`src/twi_irq_defs.svh`:
```
// register offsets, field positions, reset values and timing figures of the
// two-wire controller slice; included by the design file, the checker and the bench top
`ifndef TWI_IRQ_DEFS_SVH
`define TWI_IRQ_DEFS_SVH
// byte offsets on the register bus
`define OFS_SLAVE_ADDR 5'h00
`define OFS_RATE_DIV 5'h04
`define OFS_CONTROL 5'h08
`define OFS_STATUS 5'h0C
`define OFS_DATA 5'h10
`define OFS_ADDR_CFG 5'h14
// control register fields
`define CTL_EN 7
`define CTL_IE 6
`define CTL_MST 5
`define CTL_TX 4
`define CTL_ACK_DISABLE_BIT 3
`define CTL_REPEATED_START_REQUEST 2
// status register fields
`define STS_TCF 7
`define STS_ADDRESSED_AS_SLAVE_FLAG 6
`define STS_BUSY 5
`define STS_ARBITRATION_LOST_FLAG 4
`define STS_SRW 2
`define STS_IIF 1
`define STS_RECEIVED_ACK_BIT 0
// address configuration fields
`define CFG_GCEN 7
`define CFG_EXT 6
// reset values
`define RST_BYTE 8'h00
`define RST_TCF 1'b1
// ten-bit first byte prefix and general call address
`define TEN_BIT_PREFIX 5'h1E
`define GEN_CALL_ADDR 8'h00
// bus answers
`define RESP_OKAY 2'h0
`define RESP_SLVERR 2'h2
// clock period in ns, for reference by timing figures
`define CLK_PERIOD_NS 10
`endif

```
`src/twi_irq_pkg.sv`:
```
// types shared by the two-wire controller slice and its bench
// assumes the defs header sits on the include path
package twi_irq_pkg;
  // register bus requests from the master
  typedef struct packed
  {
    logic awvalid;
    logic [4:0] awaddr;
    logic wvalid;
    logic [31:0] wdata;
    logic [3:0] wstrb;
    logic bready;
    logic arvalid;
    logic [4:0] araddr;
    logic rready;
  } axil_req_t;
  // register bus answers from the slave
  typedef struct packed
  {
    logic awready;
    logic wready;
    logic bvalid;
    logic [1:0] bresp;
    logic arready;
    logic rvalid;
    logic [31:0] rdata;
    logic [1:0] rresp;
  } axil_rsp_t;
  // byte transfer phase of the received stream
  typedef enum logic [2:0]
  {
    PH_IDLE = 3'b001,
    PH_FIRST = 3'b010,
    PH_NEXT = 3'b100
  } phase_t;
endpackage

```
`src/twi_irq_ctrl.sv`:
```
// two-wire controller: interrupt, status flags and register model
// assumes the bit engine sits beside it on clock_i, and scl/sda pins arrive
// unsynchronised from the open-drain bus
//
// Operation
// - one interrupt output shared by every event source
// - interrupt output is flag AND enable; flag sets even when disabled
// - interrupt flag clears only on a software write of one
// - byte done, address match and arbitration loss each set the flag
// - transfer complete sets at the falling edge of the ninth clock
// - address match sets on own address or enabled general call
// - master loses arbitration seeing sda low while driving high when transmitting
// - master loses arbitration seeing sda low while driving ack high receiving
// - start attempted while bus busy loses arbitration
// - repeated start requested in slave mode loses arbitration
// - stop not requested by the master loses arbitration
// - arbitration lost stays set until software writes one to it
// - bit rate is bus clock over two times multiplier times divider
// - slave answers the seven-bit address in bits seven to one
// - ten-bit mode interrupts after first address byte; data then invalid
// - address config holds general call, ten-bit, zero, upper address bits
// - module is disabled after reset and never resets the system
// - general call is not acknowledged when disabled, but its bytes still load the data register
// - ten-bit first byte recognised by prefix 11110, upper bits, direction
`timescale 1ns/1ps
`include "twi_irq_defs.svh"
module twi_irq_ctrl
(
  // clock and reset
  input wire logic clock_i,
  input wire logic srst_i,
  // register bus
  input wire twi_irq_pkg::axil_req_t axi_i,
  output twi_irq_pkg::axil_rsp_t axi_o,
  // bus lines as seen on the pins
  input wire logic scl_pin_i,
  input wire logic sda_pin_i,
  // from the bit engine
  input wire logic eng_sda_high_i,
  input wire logic eng_tx_bit_i,
  input wire logic eng_rx_ack_i,
  input wire logic eng_stop_req_i,
  // to the bit engine
  output logic [7:0] tx_byte_o,
  output logic tx_load_o,
  output logic [7:0] control_o,
  output logic ack_addr_o,
  output logic rate_tick_o,
  // interrupt
  output logic irq_o
);
  // ==========================================================
  // pin synchronisers
  logic [1:0] scl_sync_r;
  logic [1:0] sda_sync_r;
  logic scl_prev_r;
  logic sda_prev_r;
  // second stage only feeds logic; first stage read by nothing else
  always_ff @(posedge clock_i)
  begin
    scl_sync_r <= {scl_sync_r[0], scl_pin_i};
    sda_sync_r <= {sda_sync_r[0], sda_pin_i};
    scl_prev_r <= scl_sync_r[1];
    sda_prev_r <= sda_sync_r[1];
  end
  wire scl_s = scl_sync_r[1];
  wire sda_s = sda_sync_r[1];
  wire scl_rise = scl_s & ~scl_prev_r;
  wire scl_fall = ~scl_s & scl_prev_r;
  wire start_det = scl_s & scl_prev_r & sda_prev_r & ~sda_s;
  wire stop_det = scl_s & scl_prev_r & ~sda_prev_r & sda_s;

  // ==========================================================
  // registers
  logic [7:0] sar_r;
  logic [7:0] rate_r;
  logic [7:0] ctl_r;
  logic [7:0] cfg_r;
  logic [7:0] rx_r;
  logic tcf_r;
  logic addressed_as_slave_flag_r;
  logic busy_r;
  logic arbitration_lost_flag_r;
  logic srw_r;
  logic iif_r;
  logic received_ack_bit_r;
  logic ten_first_r;

  // ==========================================================
  // register bus slave
  logic aw_held_r;
  logic w_held_r;
  logic [4:0] awaddr_r;
  logic [7:0] wdata_r;
  logic wstrb0_r;
  logic bvalid_r;
  logic [1:0] bresp_r;
  logic rvalid_r;
  logic [31:0] rdata_r;
  logic [1:0] rresp_r;
  // address and data may arrive in either order; the write happens once both are in
  wire aw_take = axi_i.awvalid & ~aw_held_r;
  wire w_take = axi_i.wvalid & ~w_held_r;
  wire do_wr = aw_held_r & w_held_r & ~bvalid_r;
  wire wr_en = do_wr & wstrb0_r;
  wire do_rd = axi_i.arvalid & ~rvalid_r;
  wire wr_sar = wr_en & (awaddr_r == `OFS_SLAVE_ADDR);
  wire wr_rate = wr_en & (awaddr_r == `OFS_RATE_DIV);
  wire wr_ctl = wr_en & (awaddr_r == `OFS_CONTROL);
  wire wr_sts = wr_en & (awaddr_r == `OFS_STATUS);
  wire wr_dat = wr_en & (awaddr_r == `OFS_DATA);
  wire wr_cfg = wr_en & (awaddr_r == `OFS_ADDR_CFG);
  wire rd_dat = do_rd & (axi_i.araddr == `OFS_DATA);
  wire wr_hit = (awaddr_r == `OFS_SLAVE_ADDR) | (awaddr_r == `OFS_RATE_DIV)
    | (awaddr_r == `OFS_CONTROL) | (awaddr_r == `OFS_STATUS)
    | (awaddr_r == `OFS_DATA) | (awaddr_r == `OFS_ADDR_CFG);
  // status word, reserved bit reads zero
  wire [7:0] sts_word = {tcf_r, addressed_as_slave_flag_r, busy_r, arbitration_lost_flag_r, 1'b0, srw_r, iif_r, received_ack_bit_r};
  logic [7:0] rd_mux;
  logic rd_hit;
  always_comb
  begin
    rd_hit = 1'b1;
    unique case (axi_i.araddr)
      `OFS_SLAVE_ADDR: rd_mux = sar_r;
      `OFS_RATE_DIV: rd_mux = rate_r;
      `OFS_CONTROL: rd_mux = ctl_r;
      `OFS_STATUS: rd_mux = sts_word;
      `OFS_DATA: rd_mux = rx_r;
      `OFS_ADDR_CFG: rd_mux = {cfg_r[7:6], 1'b0, 2'b00, cfg_r[2:0]};
      default:
      begin
        rd_mux = 8'h00;
        rd_hit = 1'b0;
      end
    endcase
  end
  // bus handshake state
  always_ff @(posedge clock_i)
  begin
    if (srst_i)
    begin
      aw_held_r <= 1'b0;
      w_held_r <= 1'b0;
      awaddr_r <= 5'h00;
      wdata_r <= 8'h00;
      wstrb0_r <= 1'b0;
      bvalid_r <= 1'b0;
      bresp_r <= `RESP_OKAY;
      rvalid_r <= 1'b0;
      rdata_r <= 32'h0000_0000;
      rresp_r <= `RESP_OKAY;
    end
    else
    begin
      if (aw_take)
      begin
        aw_held_r <= 1'b1;
        awaddr_r <= axi_i.awaddr;
      end
      if (w_take)
      begin
        w_held_r <= 1'b1;
        wdata_r <= axi_i.wdata[7:0];
        wstrb0_r <= axi_i.wstrb[0];
      end
      if (do_wr)
      begin
        bvalid_r <= 1'b1;
        bresp_r <= wr_hit ? `RESP_OKAY : `RESP_SLVERR;
      end
      else if (bvalid_r & axi_i.bready)
      begin
        bvalid_r <= 1'b0;
        aw_held_r <= 1'b0;
        w_held_r <= 1'b0;
      end
      if (do_rd)
      begin
        rvalid_r <= 1'b1;
        rdata_r <= {24'h00_0000, rd_mux};
        rresp_r <= rd_hit ? `RESP_OKAY : `RESP_SLVERR;
      end
      else if (rvalid_r & axi_i.rready)
        rvalid_r <= 1'b0;
    end
  end
  assign axi_o.awready = ~aw_held_r;
  assign axi_o.wready = ~w_held_r;
  assign axi_o.bvalid = bvalid_r;
  assign axi_o.bresp = bresp_r;
  assign axi_o.arready = ~rvalid_r;
  assign axi_o.rvalid = rvalid_r;
  assign axi_o.rdata = rdata_r;
  assign axi_o.rresp = rresp_r;

  // ==========================================================
  // receive stream: bit count, shifter, phase
  twi_irq_pkg::phase_t phase_r;
  logic [3:0] bits_r;
  logic [7:0] shift_r;
  logic ten_hit_r;
  wire en = ctl_r[`CTL_EN];
  // ninth falling clock edge closes a byte
  wire byte_done = en & (phase_r != twi_irq_pkg::PH_IDLE) & scl_fall & (bits_r == 4'd9);
  always_ff @(posedge clock_i)
  begin
    if (srst_i | ~en | stop_det)
    begin
      phase_r <= twi_irq_pkg::PH_IDLE;
      bits_r <= 4'd0;
      shift_r <= 8'h00;
    end
    else if (start_det)
    begin
      phase_r <= twi_irq_pkg::PH_FIRST;
      bits_r <= 4'd0;
    end
    else
    begin
      if (scl_rise & (bits_r < 4'd8))
        shift_r <= {shift_r[6:0], sda_s};
      if (scl_rise & (phase_r != twi_irq_pkg::PH_IDLE))
        bits_r <= bits_r + 4'd1;
      if (byte_done)
      begin
        bits_r <= 4'd0;
        phase_r <= twi_irq_pkg::PH_NEXT;
      end
    end
  end

  // ==========================================================
  // address recognition
  wire first = (phase_r == twi_irq_pkg::PH_FIRST);
  wire ext = cfg_r[`CFG_EXT];
  wire gc_hit = cfg_r[`CFG_GCEN] & (shift_r == `GEN_CALL_ADDR);
  wire own7 = ~ext & (shift_r[7:1] == sar_r[7:1]);
  wire ten_pre = ext & (shift_r[7:3] == `TEN_BIT_PREFIX)
    & (shift_r[2:1] == cfg_r[2:1]);
  wire ten_second = ext & ten_first_r & (phase_r == twi_irq_pkg::PH_NEXT) & ~addressed_as_slave_flag_r
    & (shift_r == {cfg_r[0], sar_r[7:1]});
  wire ten_read = ten_pre & shift_r[0] & ten_hit_r;
  wire slave_ok = ~ctl_r[`CTL_MST];
  wire addr_match = byte_done & slave_ok
    & ((first & (own7 | gc_hit | ten_read)) | ten_second);
  // first ten-bit byte raises the flag alone; the received data is not valid then
  wire ten_first_ev = byte_done & slave_ok & first & ten_pre & ~shift_r[0];
  // acknowledge hint to the engine after the eighth address bit
  assign ack_addr_o = en & slave_ok & (bits_r == 4'd8)
    & ((first & (own7 | gc_hit | ten_pre)) | ten_second);

  // ==========================================================
  // arbitration checks
  wire drive_high = ctl_r[`CTL_MST] & eng_sda_high_i;
  wire lost_tx = scl_rise & drive_high & eng_tx_bit_i & ~sda_s;
  wire lost_ack = scl_rise & drive_high & eng_rx_ack_i & ~sda_s;
  wire lost_start = wr_ctl & wdata_r[`CTL_MST] & ~ctl_r[`CTL_MST] & busy_r;
  wire lost_repeated_start_request = wr_ctl & wdata_r[`CTL_REPEATED_START_REQUEST] & ~ctl_r[`CTL_MST];
  wire lost_stop = stop_det & ctl_r[`CTL_MST] & ~eng_stop_req_i;
  wire arb_lost = en & (lost_tx | lost_ack | lost_start | lost_repeated_start_request | lost_stop);

  // ==========================================================
  // configuration registers; disabled out of reset
  always_ff @(posedge clock_i)
  begin
    if (srst_i)
    begin
      sar_r <= `RST_BYTE;
      rate_r <= `RST_BYTE;
      cfg_r <= `RST_BYTE;
      ctl_r <= `RST_BYTE;
    end
    else
    begin
      if (wr_sar)
        sar_r <= {wdata_r[7:1], 1'b0};
      if (wr_rate)
        rate_r <= wdata_r;
      if (wr_cfg)
        cfg_r <= {wdata_r[7:6], 3'b000, wdata_r[2:0]};
      // loser drops to slave without a stop; restart request is a one-shot
      if (arb_lost)
        ctl_r <= {ctl_r[7:6], 1'b0, (wr_ctl ? wdata_r[4:3] : ctl_r[4:3]), 3'b000};
      else if (wr_ctl)
        ctl_r <= {wdata_r[7:2], 2'b00};
      else if (ctl_r[`CTL_REPEATED_START_REQUEST])
        ctl_r[`CTL_REPEATED_START_REQUEST] <= 1'b0;
    end
  end
  assign control_o = ctl_r;

  // ==========================================================
  // status flags; a hardware set wins over a software clear
  always_ff @(posedge clock_i)
  begin
    if (srst_i)
    begin
      tcf_r <= `RST_TCF;
      addressed_as_slave_flag_r <= 1'b0;
      busy_r <= 1'b0;
      arbitration_lost_flag_r <= 1'b0;
      srw_r <= 1'b0;
      iif_r <= 1'b0;
      received_ack_bit_r <= 1'b0;
      rx_r <= `RST_BYTE;
      ten_first_r <= 1'b0;
      ten_hit_r <= 1'b0;
    end
    else
    begin
      if (start_det)
        busy_r <= 1'b1;
      else if (stop_det)
        busy_r <= 1'b0;
      if (byte_done)
        tcf_r <= 1'b1;
      else if (wr_dat | rd_dat | (en & scl_fall & (bits_r == 4'd0)))
        tcf_r <= 1'b0;
      if (addr_match)
      begin
        addressed_as_slave_flag_r <= 1'b1;
        srw_r <= first & shift_r[0];
      end
      else if (stop_det | wr_ctl)
        addressed_as_slave_flag_r <= 1'b0;
      if (ten_first_ev)
        ten_first_r <= 1'b1;
      else if (stop_det)
        ten_first_r <= 1'b0;
      if (addr_match & ext)
        ten_hit_r <= 1'b1;
      else if (stop_det)
        ten_hit_r <= 1'b0;
      if (arb_lost)
        arbitration_lost_flag_r <= 1'b1;
      else if (wr_sts & wdata_r[`STS_ARBITRATION_LOST_FLAG])
        arbitration_lost_flag_r <= 1'b0;
      if (byte_done | addr_match | ten_first_ev | arb_lost)
        iif_r <= 1'b1;
      else if (wr_sts & wdata_r[`STS_IIF])
        iif_r <= 1'b0;
      if (en & scl_rise & (bits_r == 4'd8))
        received_ack_bit_r <= sda_s;
      if (byte_done & ~ctl_r[`CTL_TX])
        rx_r <= shift_r;
    end
  end
  assign irq_o = iif_r & ctl_r[`CTL_IE];

  // ==========================================================
  // transmit load: a data write in transmit mode hands the byte to the engine
  always_ff @(posedge clock_i)
  begin
    if (srst_i)
    begin
      tx_byte_o <= `RST_BYTE;
      tx_load_o <= 1'b0;
    end
    else
    begin
      tx_load_o <= wr_dat & en & ctl_r[`CTL_TX];
      if (wr_dat)
        tx_byte_o <= wdata_r;
    end
  end

  // ==========================================================
  // bit rate: one tick per half bit, so a bit spans 2 * rate_multiplier * div clocks
  logic [13:0] rate_cnt_r;
  logic [2:0] rate_multiplier;
  always_comb
  begin
    unique case (rate_r[7:6])
      2'b01: rate_multiplier = 3'd2;
      2'b10: rate_multiplier = 3'd4;
      default: rate_multiplier = 3'd1;
    endcase
  end
  // divider is the low field plus one, so no setting stalls the clock
  wire [13:0] half_bit = 14'({8'h00, rate_r[5:0]} + 14'd1) * 14'(rate_multiplier);
  always_ff @(posedge clock_i)
  begin
    if (srst_i | ~en)
    begin
      rate_cnt_r <= 14'd0;
      rate_tick_o <= 1'b0;
    end
    else if (rate_cnt_r >= half_bit - 14'd1)
    begin
      rate_cnt_r <= 14'd0;
      rate_tick_o <= 1'b1;
    end
    else
    begin
      rate_cnt_r <= rate_cnt_r + 14'd1;
      rate_tick_o <= 1'b0;
    end
  end
endmodule

```
`config.mk`:
```
export PLATFORM = sky130hd
export DESIGN_NAME = twi_irq_ctrl
export DESIGN_NICKNAME = d
export VERILOG_FILES = /design/src/twi_irq_pkg.sv /design/src/twi_irq_ctrl.sv
export VERILOG_INCLUDE_DIRS = /design/src /design/src/src
export SDC_FILE = /design/constraint.sdc
export NUM_CORES = 1
export LEC_CHECK = 0
export ABC_CLOCK_PERIOD_IN_PS = 5800
export BUFFER_PORTS_ARGS = -buffer_cell sky130_fd_sc_hd__buf_4
export CAP_MARGIN = 40
export CORE_ASPECT_RATIO = 1.5
export CORE_MARGIN = 4
export CORE_UTILIZATION = 56
export CTS_CLUSTER_DIAMETER = 50
export CTS_CLUSTER_SIZE = 28
export DETAILED_ROUTE_END_ITERATION = 7
export PLACE_DENSITY_LB_ADDON = 0.08
export SLEW_MARGIN = 0
export SYNTH_ARGS = -nofsm -noshare
export SYNTH_HDL_FRONTEND = slang
export SYNTH_SLANG_ARGS = --single-unit
```
`constraint.sdc`:
```
create_clock -name clock_i -period 5.8 [get_ports clock_i]
set_input_delay 1.45 -clock clock_i [delete_from_list [all_inputs] [get_ports clock_i]]
set_output_delay 1.45 -clock clock_i [all_outputs]
set_load 0.05 [all_outputs]
```
==> flow_metrics.tcl, run 1 <==
set metrics [dict create \
    num_rows 47 \
    hold_path_depth 0 \
    place.gp.congestion 0.846 \
    cts_buffer_depth 2 \
    timing.slew.headroom_pct 38.4 \
    ff2ff_setup_slack_ps 890 \
    die_area_sq_um 13000 \
    antenna_found_initial 0 \
    yosysTopAreaCellShare_pct 37.0 \
    grt_pass1_vias 5287 \
    vias 5353 \
    rsz0062_at_grt "false" \
    post_drt_wl_per_cell_um 16.7 \
    start_util_pct 57.2 \
    endpoint_kind "register" \
    critical_path_class "register to register" \
    fmax_mhz 203 \
    crit_arrival_ps 5210 \
    ios 120 \
    final_nets 896 \
    hold_buffers 0 \
    postLayoutCoreUtil_pct 66.8 \
    synthTopCellsByArea "dfxtp_1 37%, ha_1 7.4%, nand2_1 5.6%" \
    num-fill-cells 958 \
    drt_wl_total_mm 15.9 \
    root_buffer "clkbuf_16" \
    reg2regPathDepth 20 \
    avgSynthCellArea_sq_um 8.48 \
    async_reset_ff_share_pct 0 \
    hold_class "register to register" \
    io_buffers 64 \
    first_iter_violations 317 \
    antenna_left 0 \
    cp-startpoint "rate_r[0]$_SDFFE_PP0P_" \
    cts_sinks 116 \
    setup_violations 0 \
    dp_cells 922 \
    outcome "finished clean" \
    synth_area_sq_um 6280 \
    cts_tree "done" \
    grt_usage_pct 25.2 \
    cp_max_fo 15 \
    fin_setup_tns_ps 0 \
    drv_cap 0 \
    ys_seq_elements 116 \
    hpwlAfterDp_mm 11.8 \
    synth-edff-count 0 \
    r2r-start "rate_r[0]$_SDFFE_PP0P_" \
    path_clk_slew_ps 50 \
    design.core.area_sq_um 11000 \
    numCtsBuffers 17 \
    ys_seq_area_share_pct 37.0 \
    layout_common_cells "116 x dfxtp_1, 93 x nand2_1, 64 x buf_4" \
    tightest_slew_ps 922 \
    power_leakage_uw 0.00301 \
    diodes 0 \
    ys.flop_type "dfxtp_1" \
    yosysWarnings 0 \
    hold_start "scl_sync_r[0]$_DFF_P_" \
    synth_area_leader_cell "dfxtp_1" \
    fin_skew_ps 6.31 \
    netlist_instances 741 \
    hold_viol 0 \
    synth_cell_types 59 \
    final_common_cell "dfxtp_1" \
    cp.required_ps 6100 \
    layout_min_cycle_time_ps 4910 \
    r2r_end "rate_tick_o$_SDFF_PP0_" \
    die_w_um 94.5 \
    die_y_um 138 \
    hold_end "scl_sync_r[1]$_DFF_P_" \
    grt_first_pass_wirelength_mm 25.4 \
    fin_cells 954 \
    cts_setup_buffers 0 \
    drt_pass1_iterations 5 \
    synthToLayoutAreaGrowth_pct 16.8 \
    drive_above_1_share_pct 14.3 \
    drv_slew 0 \
    place_ws_ps 924 \
    start_kind "register" \
    clkLatencyLatePin_ps 410 \
    fin_crit_sh_pct 84.7 \
    grt_overflow_total 0 \
    cts-resized-gates 0 \
    timing.final.ws_setup_ps 885 \
    drc_errors 0 \
    grt_max_degree 81 \
    htreeDepth 4 \
    peakVddDrop_mv 0.252 \
    power_density_nw_per_um2 280 \
    avgViaCountPerCell 5.61 \
]
==> per-stage QoR <==
stage / hold slack, ps / power (uW) / area, sq um
finish: 324 / 2050 / 7340
CTS: 326 / 2070 / 7340
floorplan: 310 / 945 / 6390
global route: 327 / 2110 / 7340
global placement: 315 / 964 / 6710
detailed placement: 313 / 966 / 6710
==> worst max-delay path: stages (launching register included) <==
cell      delay, ps
dfxtp_1         470
ha_1            250
xor2_1          220
nand2_1          90
ha_1            280
inv_1            50
fa_1            460
ha_1            350
nor2b_1         140
o21ai_0         200
a21oi_1         130
o21ai_0         240
nand2b_1        110
xnor2_1         230
ha_1            300
a211oi_1        230
o21ai_0         130
a21oi_1         170
o211ai_1        110
a32o_2          410
and2_1          210
==> worst max path at each step <==
stage	endpoint	slack [ps]	cells past startpoint
floorplan	rate_cnt_r[10]$_SDFF_PP0_	1480	19
global placement	rate_tick_o$_SDFF_PP0_	1000	20
detailed placement	rate_tick_o$_SDFF_PP0_	920	20
CTS	rate_cnt_r[4]$_SDFF_PP0_	890	20
global route	rate_cnt_r[4]$_SDFF_PP0_	540	20
finish	rate_tick_o$_SDFF_PP0_	890	20
==> synth_stat cells (9+ instances only) <==
library cell,number
mux2i_1,25
nand2_1,93
a21oi_1,63
clkbuf_1,22
nor2b_1,10
xor2_1,31
dfxtp_1,116
nand2b_1,10
buf_4,30
and3_1,12
ha_1,37
nand3_1,28
xnor2_1,11
nor3_1,14
nor3_2,11
and2_1,11
nor2_1,55
inv_1,38
o21ai_0,30
a21o_1,9
==> area by class of cell <==
cell class / count / area (sq um) / share of cell area [%]
Clock inverter: 10 / 153 / 2.08
Sequential cell: 116 / 2320 / 31.6
Multi-Input combinational cell: 557 / 3580 / 48.8
Clock buffer: 22 / 474 / 6.46
Timing Repair Buffer: 64 / 480 / 6.55
Tap cell: 147 / 184 / 2.51
Inverter: 38 / 143 / 1.94
==> sequential cells by signal, summed over array words and instances, names as in the netlist, 2 cells and up <==
register    cells
rate_cnt_r     14
sar_r           7
rate_r          8
phase_r         3
cfg_r           5
rx_r            8
rdata_r         8
awaddr_r        5
sda_sync_r      2
wdata_r         8
shift_r         8
bits_r          4
scl_sync_r      2
tx_byte_o       8
control_o       6
==> cells by family (layout without fill, tap and decap cells) <==
group | count (synthesis) | after routing | share of synthesized area (%)
AO/OA/AOI/OAI | 140 | 140 | 13.6
XOR/XNOR | 42 | 42 | 5.85
adder cells (fa/ha/maj) | 43 | 43 | 9.28
buffers and inverters | 95 | 134 | 7.63
flip-flops | 116 | 116 | 37.0
multiplexers | 25 | 25 | 3.98
other | 1 | 28 | 0.0597
AND/OR/NAND/NOR | 279 | 279 | 22.6
==> per-layer routing <==
| layer | GRT usage (%) | wire length, um | part of all wire, % |
|---|---|---|---|
| met5 | 0 | 0 | 0 |
| met4 | 12.0 | 586 | 3.7 |
| met3 | 5.03 | 657 | 4.1 |
| met2 | 47.2 | 8750 | 55 |
| met1 | 26.6 | 5940 | 37 |
==> report_power, final <==
part	internal [uW]	switching, uW	leakage [uW]
Clock	749	355	0.000310
Sequential	809	14.6	0.000940
Combinational	32.6	94.6	0.00176
Note: power is estimated with default switching activity, not from simulation.
==> run 2: changes to the inputs <==
--- a/config.mk
+++ b/config.mk
@@ -6,7 +6,7 @@
 export SDC_FILE = /design/constraint.sdc
 export NUM_CORES = 1
 export LEC_CHECK = 0
-export ABC_CLOCK_PERIOD_IN_PS = 5800
+export ABC_CLOCK_PERIOD_IN_PS = 4590
 export BUFFER_PORTS_ARGS = -buffer_cell sky130_fd_sc_hd__buf_4
 export CAP_MARGIN = 40
 export CORE_ASPECT_RATIO = 1.5
==> constraint.sdc (replaced) <==
create_clock -name clock_i -period 4.59 [get_ports clock_i]
set_input_delay 1.1475 -clock clock_i [delete_from_list [all_inputs] [get_ports clock_i]]
set_output_delay 1.1475 -clock clock_i [all_outputs]
set_load 0.05 [all_outputs]
==> run 2 against run 1 <==
Register-to-register slack lost 740 ps. Clock power up 22%. Fmax grew 11%.
==> flow_metrics.tcl, run 2 (synthesized netlist as in run 1, its figures left out) <==
set metrics [dict create \
    numCtsBuffers 17 \
    design.core.area_sq_um 11000 \
    hold_class "register to register" \
    power_density_nw_per_um2 330 \
    fmax_mhz 225 \
    dpl_cell_area_sq_um 6870 \
    path_clk_slew_ps 50 \
    layout_common_cells "112 x dfxtp_1, 93 x nand2_1, 88 x buf_4" \
    post_drt_wl_per_cell_um 16.5 \
    clkLatencyLatePin_ps 410 \
    hold_viol 0 \
    endpoint_kind "register" \
    grt_pass1_vias 5306 \
    top_register "rate_cnt_r" \
    postLayoutCoreUtil_pct 70.1 \
    grt_max_degree 81 \
    crit_arrival_ps 4750 \
    cp.required_ps 4890 \
    place.gp.congestion 0.856 \
    cp_max_fo 8 \
    start_kind "register" \
    critical_path_class "register to register" \
    peakVddDrop_mv 0.340 \
    cts_sinks 116 \
    htreeDepth 4 \
    num_rows 47 \
    largest_reg_flops 14 \
    drv_slew 0 \
    drc_errors 0 \
    grt_first_pass_wirelength_mm 25.3 \
    ios 120 \
    timing.slew.headroom_pct 39.6 \
    fin_skew_ps 7.03 \
    final_area_sq_um 7700 \
    final_common_cell "dfxtp_1" \
    setup_violations 0 \
    grt_usage_pct 25.1 \
    tightest_slew_ps 904 \
    die_w_um 94.5 \
    avgViaCountPerCell 5.63 \
    first_iter_violations 370 \
    grt_overflow_total 0 \
    vias 5521 \
    die_area_sq_um 13000 \
    drt_wl_total_mm 16.2 \
    drive_above_1_share_pct 20.4 \
    die_y_um 138 \
    root_buffer "clkbuf_16" \
    hpwlAfterDp_mm 11.8 \
    diodes 0 \
    slowest_stage "fa_1" \
    io_buffers 64 \
    cts_buffer_depth 2 \
    crit_path_max_incr_delay_ps 570 \
    cts_tree "done" \
    layout_min_cycle_time_ps 4440 \
    cp_cell_sequence "ha_4, nand2_1, ha_1, inv_1, fa_1, inv_1, fa_2, nor2b_1, o21ai_2, a21oi_2, o21ai_2, nand2b_1, xnor2_1, buf_4, ha_1, a211oi_2, o21ai_1, a21oi_1, o211ai_1, a32o_4, and2_1" \
    start_util_pct 57.2 \
    ff2ff_setup_slack_ps 150 \
    drv_cap 0 \
    power_leakage_uw 0.00317 \
    outcome "finished clean" \
    antenna_left 0 \
    fin_crit_sh_pct 96.8 \
    final_nets 923 \
    drt_pass1_iterations 7 \
    antenna_found_initial 0 \
    synthToLayoutAreaGrowth_pct 22.6 \
]
==> run 2: cell types whose count changed in the layout (fill, tap and decap cells not counted), sizes merged <==
| cell | before | now |
|---|---|---|
| buf | 64 | 90 |
| clkinvlp | 1 | 5 |
| clkbuf | 22 | 19 |
| clkinv | 5 | 3 |
| a32o | 1 | 2 |
| bufinv | 4 | 3 |
| inv | 38 | 39 |
==> run 2: through the flow <==
stage	instances	setup TNS (ps)	total power [uW]	hold slack, ps	worst slack, ps
after floorplan	768	0	1190	310	274
after global placement	943	-4.97	1220	315	-4.97
after detailed placement	943	-227	1220	315	-51.2
after CTS	974	0	2560	327	19.5
after global routing	980	-855	2620	328	-86.5
final	980	0	2540	328	148
==> run 2: final cells by class <==
class / count / area [sq um]
Inverter: 38 / 143
Clock buffer: 19 / 453
Fill cell: 905 / 3290
Multi-Input combinational cell: 558 / 3760
Timing Repair Buffer: 90 / 683
Tap cell: 147 / 184
Clock inverter: 12 / 155
Sequential cell: 116 / 2330
==> run 2: critical path: cells and delay by family, from the launching register on <==
| family | cells | cell delay [ps] |
|---|---|---|
| adders and majority gates | 5 | 1810 |
| AOI/OAI and AO/OA | 8 | 1380 |
| and+or+nand+nor | 4 | 450 |
| DFF | 1 | 350 |
| buffers and inverters | 3 | 260 |
| xor gates and xnor gates | 1 | 60 |
==> run 2: worst paths after layout <==
kind,start,end,cells after the start
max,rate_r[1]$_SDFFE_PP0P_,rate_tick_o$_SDFF_PP0_,21
max reg2reg,rate_r[1]$_SDFFE_PP0P_,rate_tick_o$_SDFF_PP0_,21
min,scl_sync_r[0]$_DFF_P_,scl_sync_r[1]$_DFF_P_,0
min reg2reg,scl_sync_r[0]$_DFF_P_,scl_sync_r[1]$_DFF_P_,0
==> run 2: layer usage <==
| layer | vias to the layer above | global-route usage [%] | wire length [um] |
|---|---|---|---|
| met5 | - | 0 | 0 |
| met4 | 0 | 11.0 | 557 |
| met3 | 44 | 5.52 | 812 |
| met2 | 166 | 46.9 | 8840 |
| met1 | 2636 | 26.6 | 5980 |
| li1 | 2675 | - | - |
==> run 2: power by group <==
part	switching (uW)	leakage (uW)	internal (uW)
clock	462	0.000283	878
combinational	119	0.00194	42.5
sequential	18.3	0.000942	1020
total	600	0.00317	1940
==> run 2: repair_timing <==
| item | CTS | global route |
|---|---|---|
| pin swaps | 1 | 24 |
| gates cloned | 0 | 1 |
| buffers inserted | 0 | 5 |
| setup endpoints to repair | 15 | 15 |
| gates resized for setup | 3 | 34 |
| hold buffers | 0 | 0 |
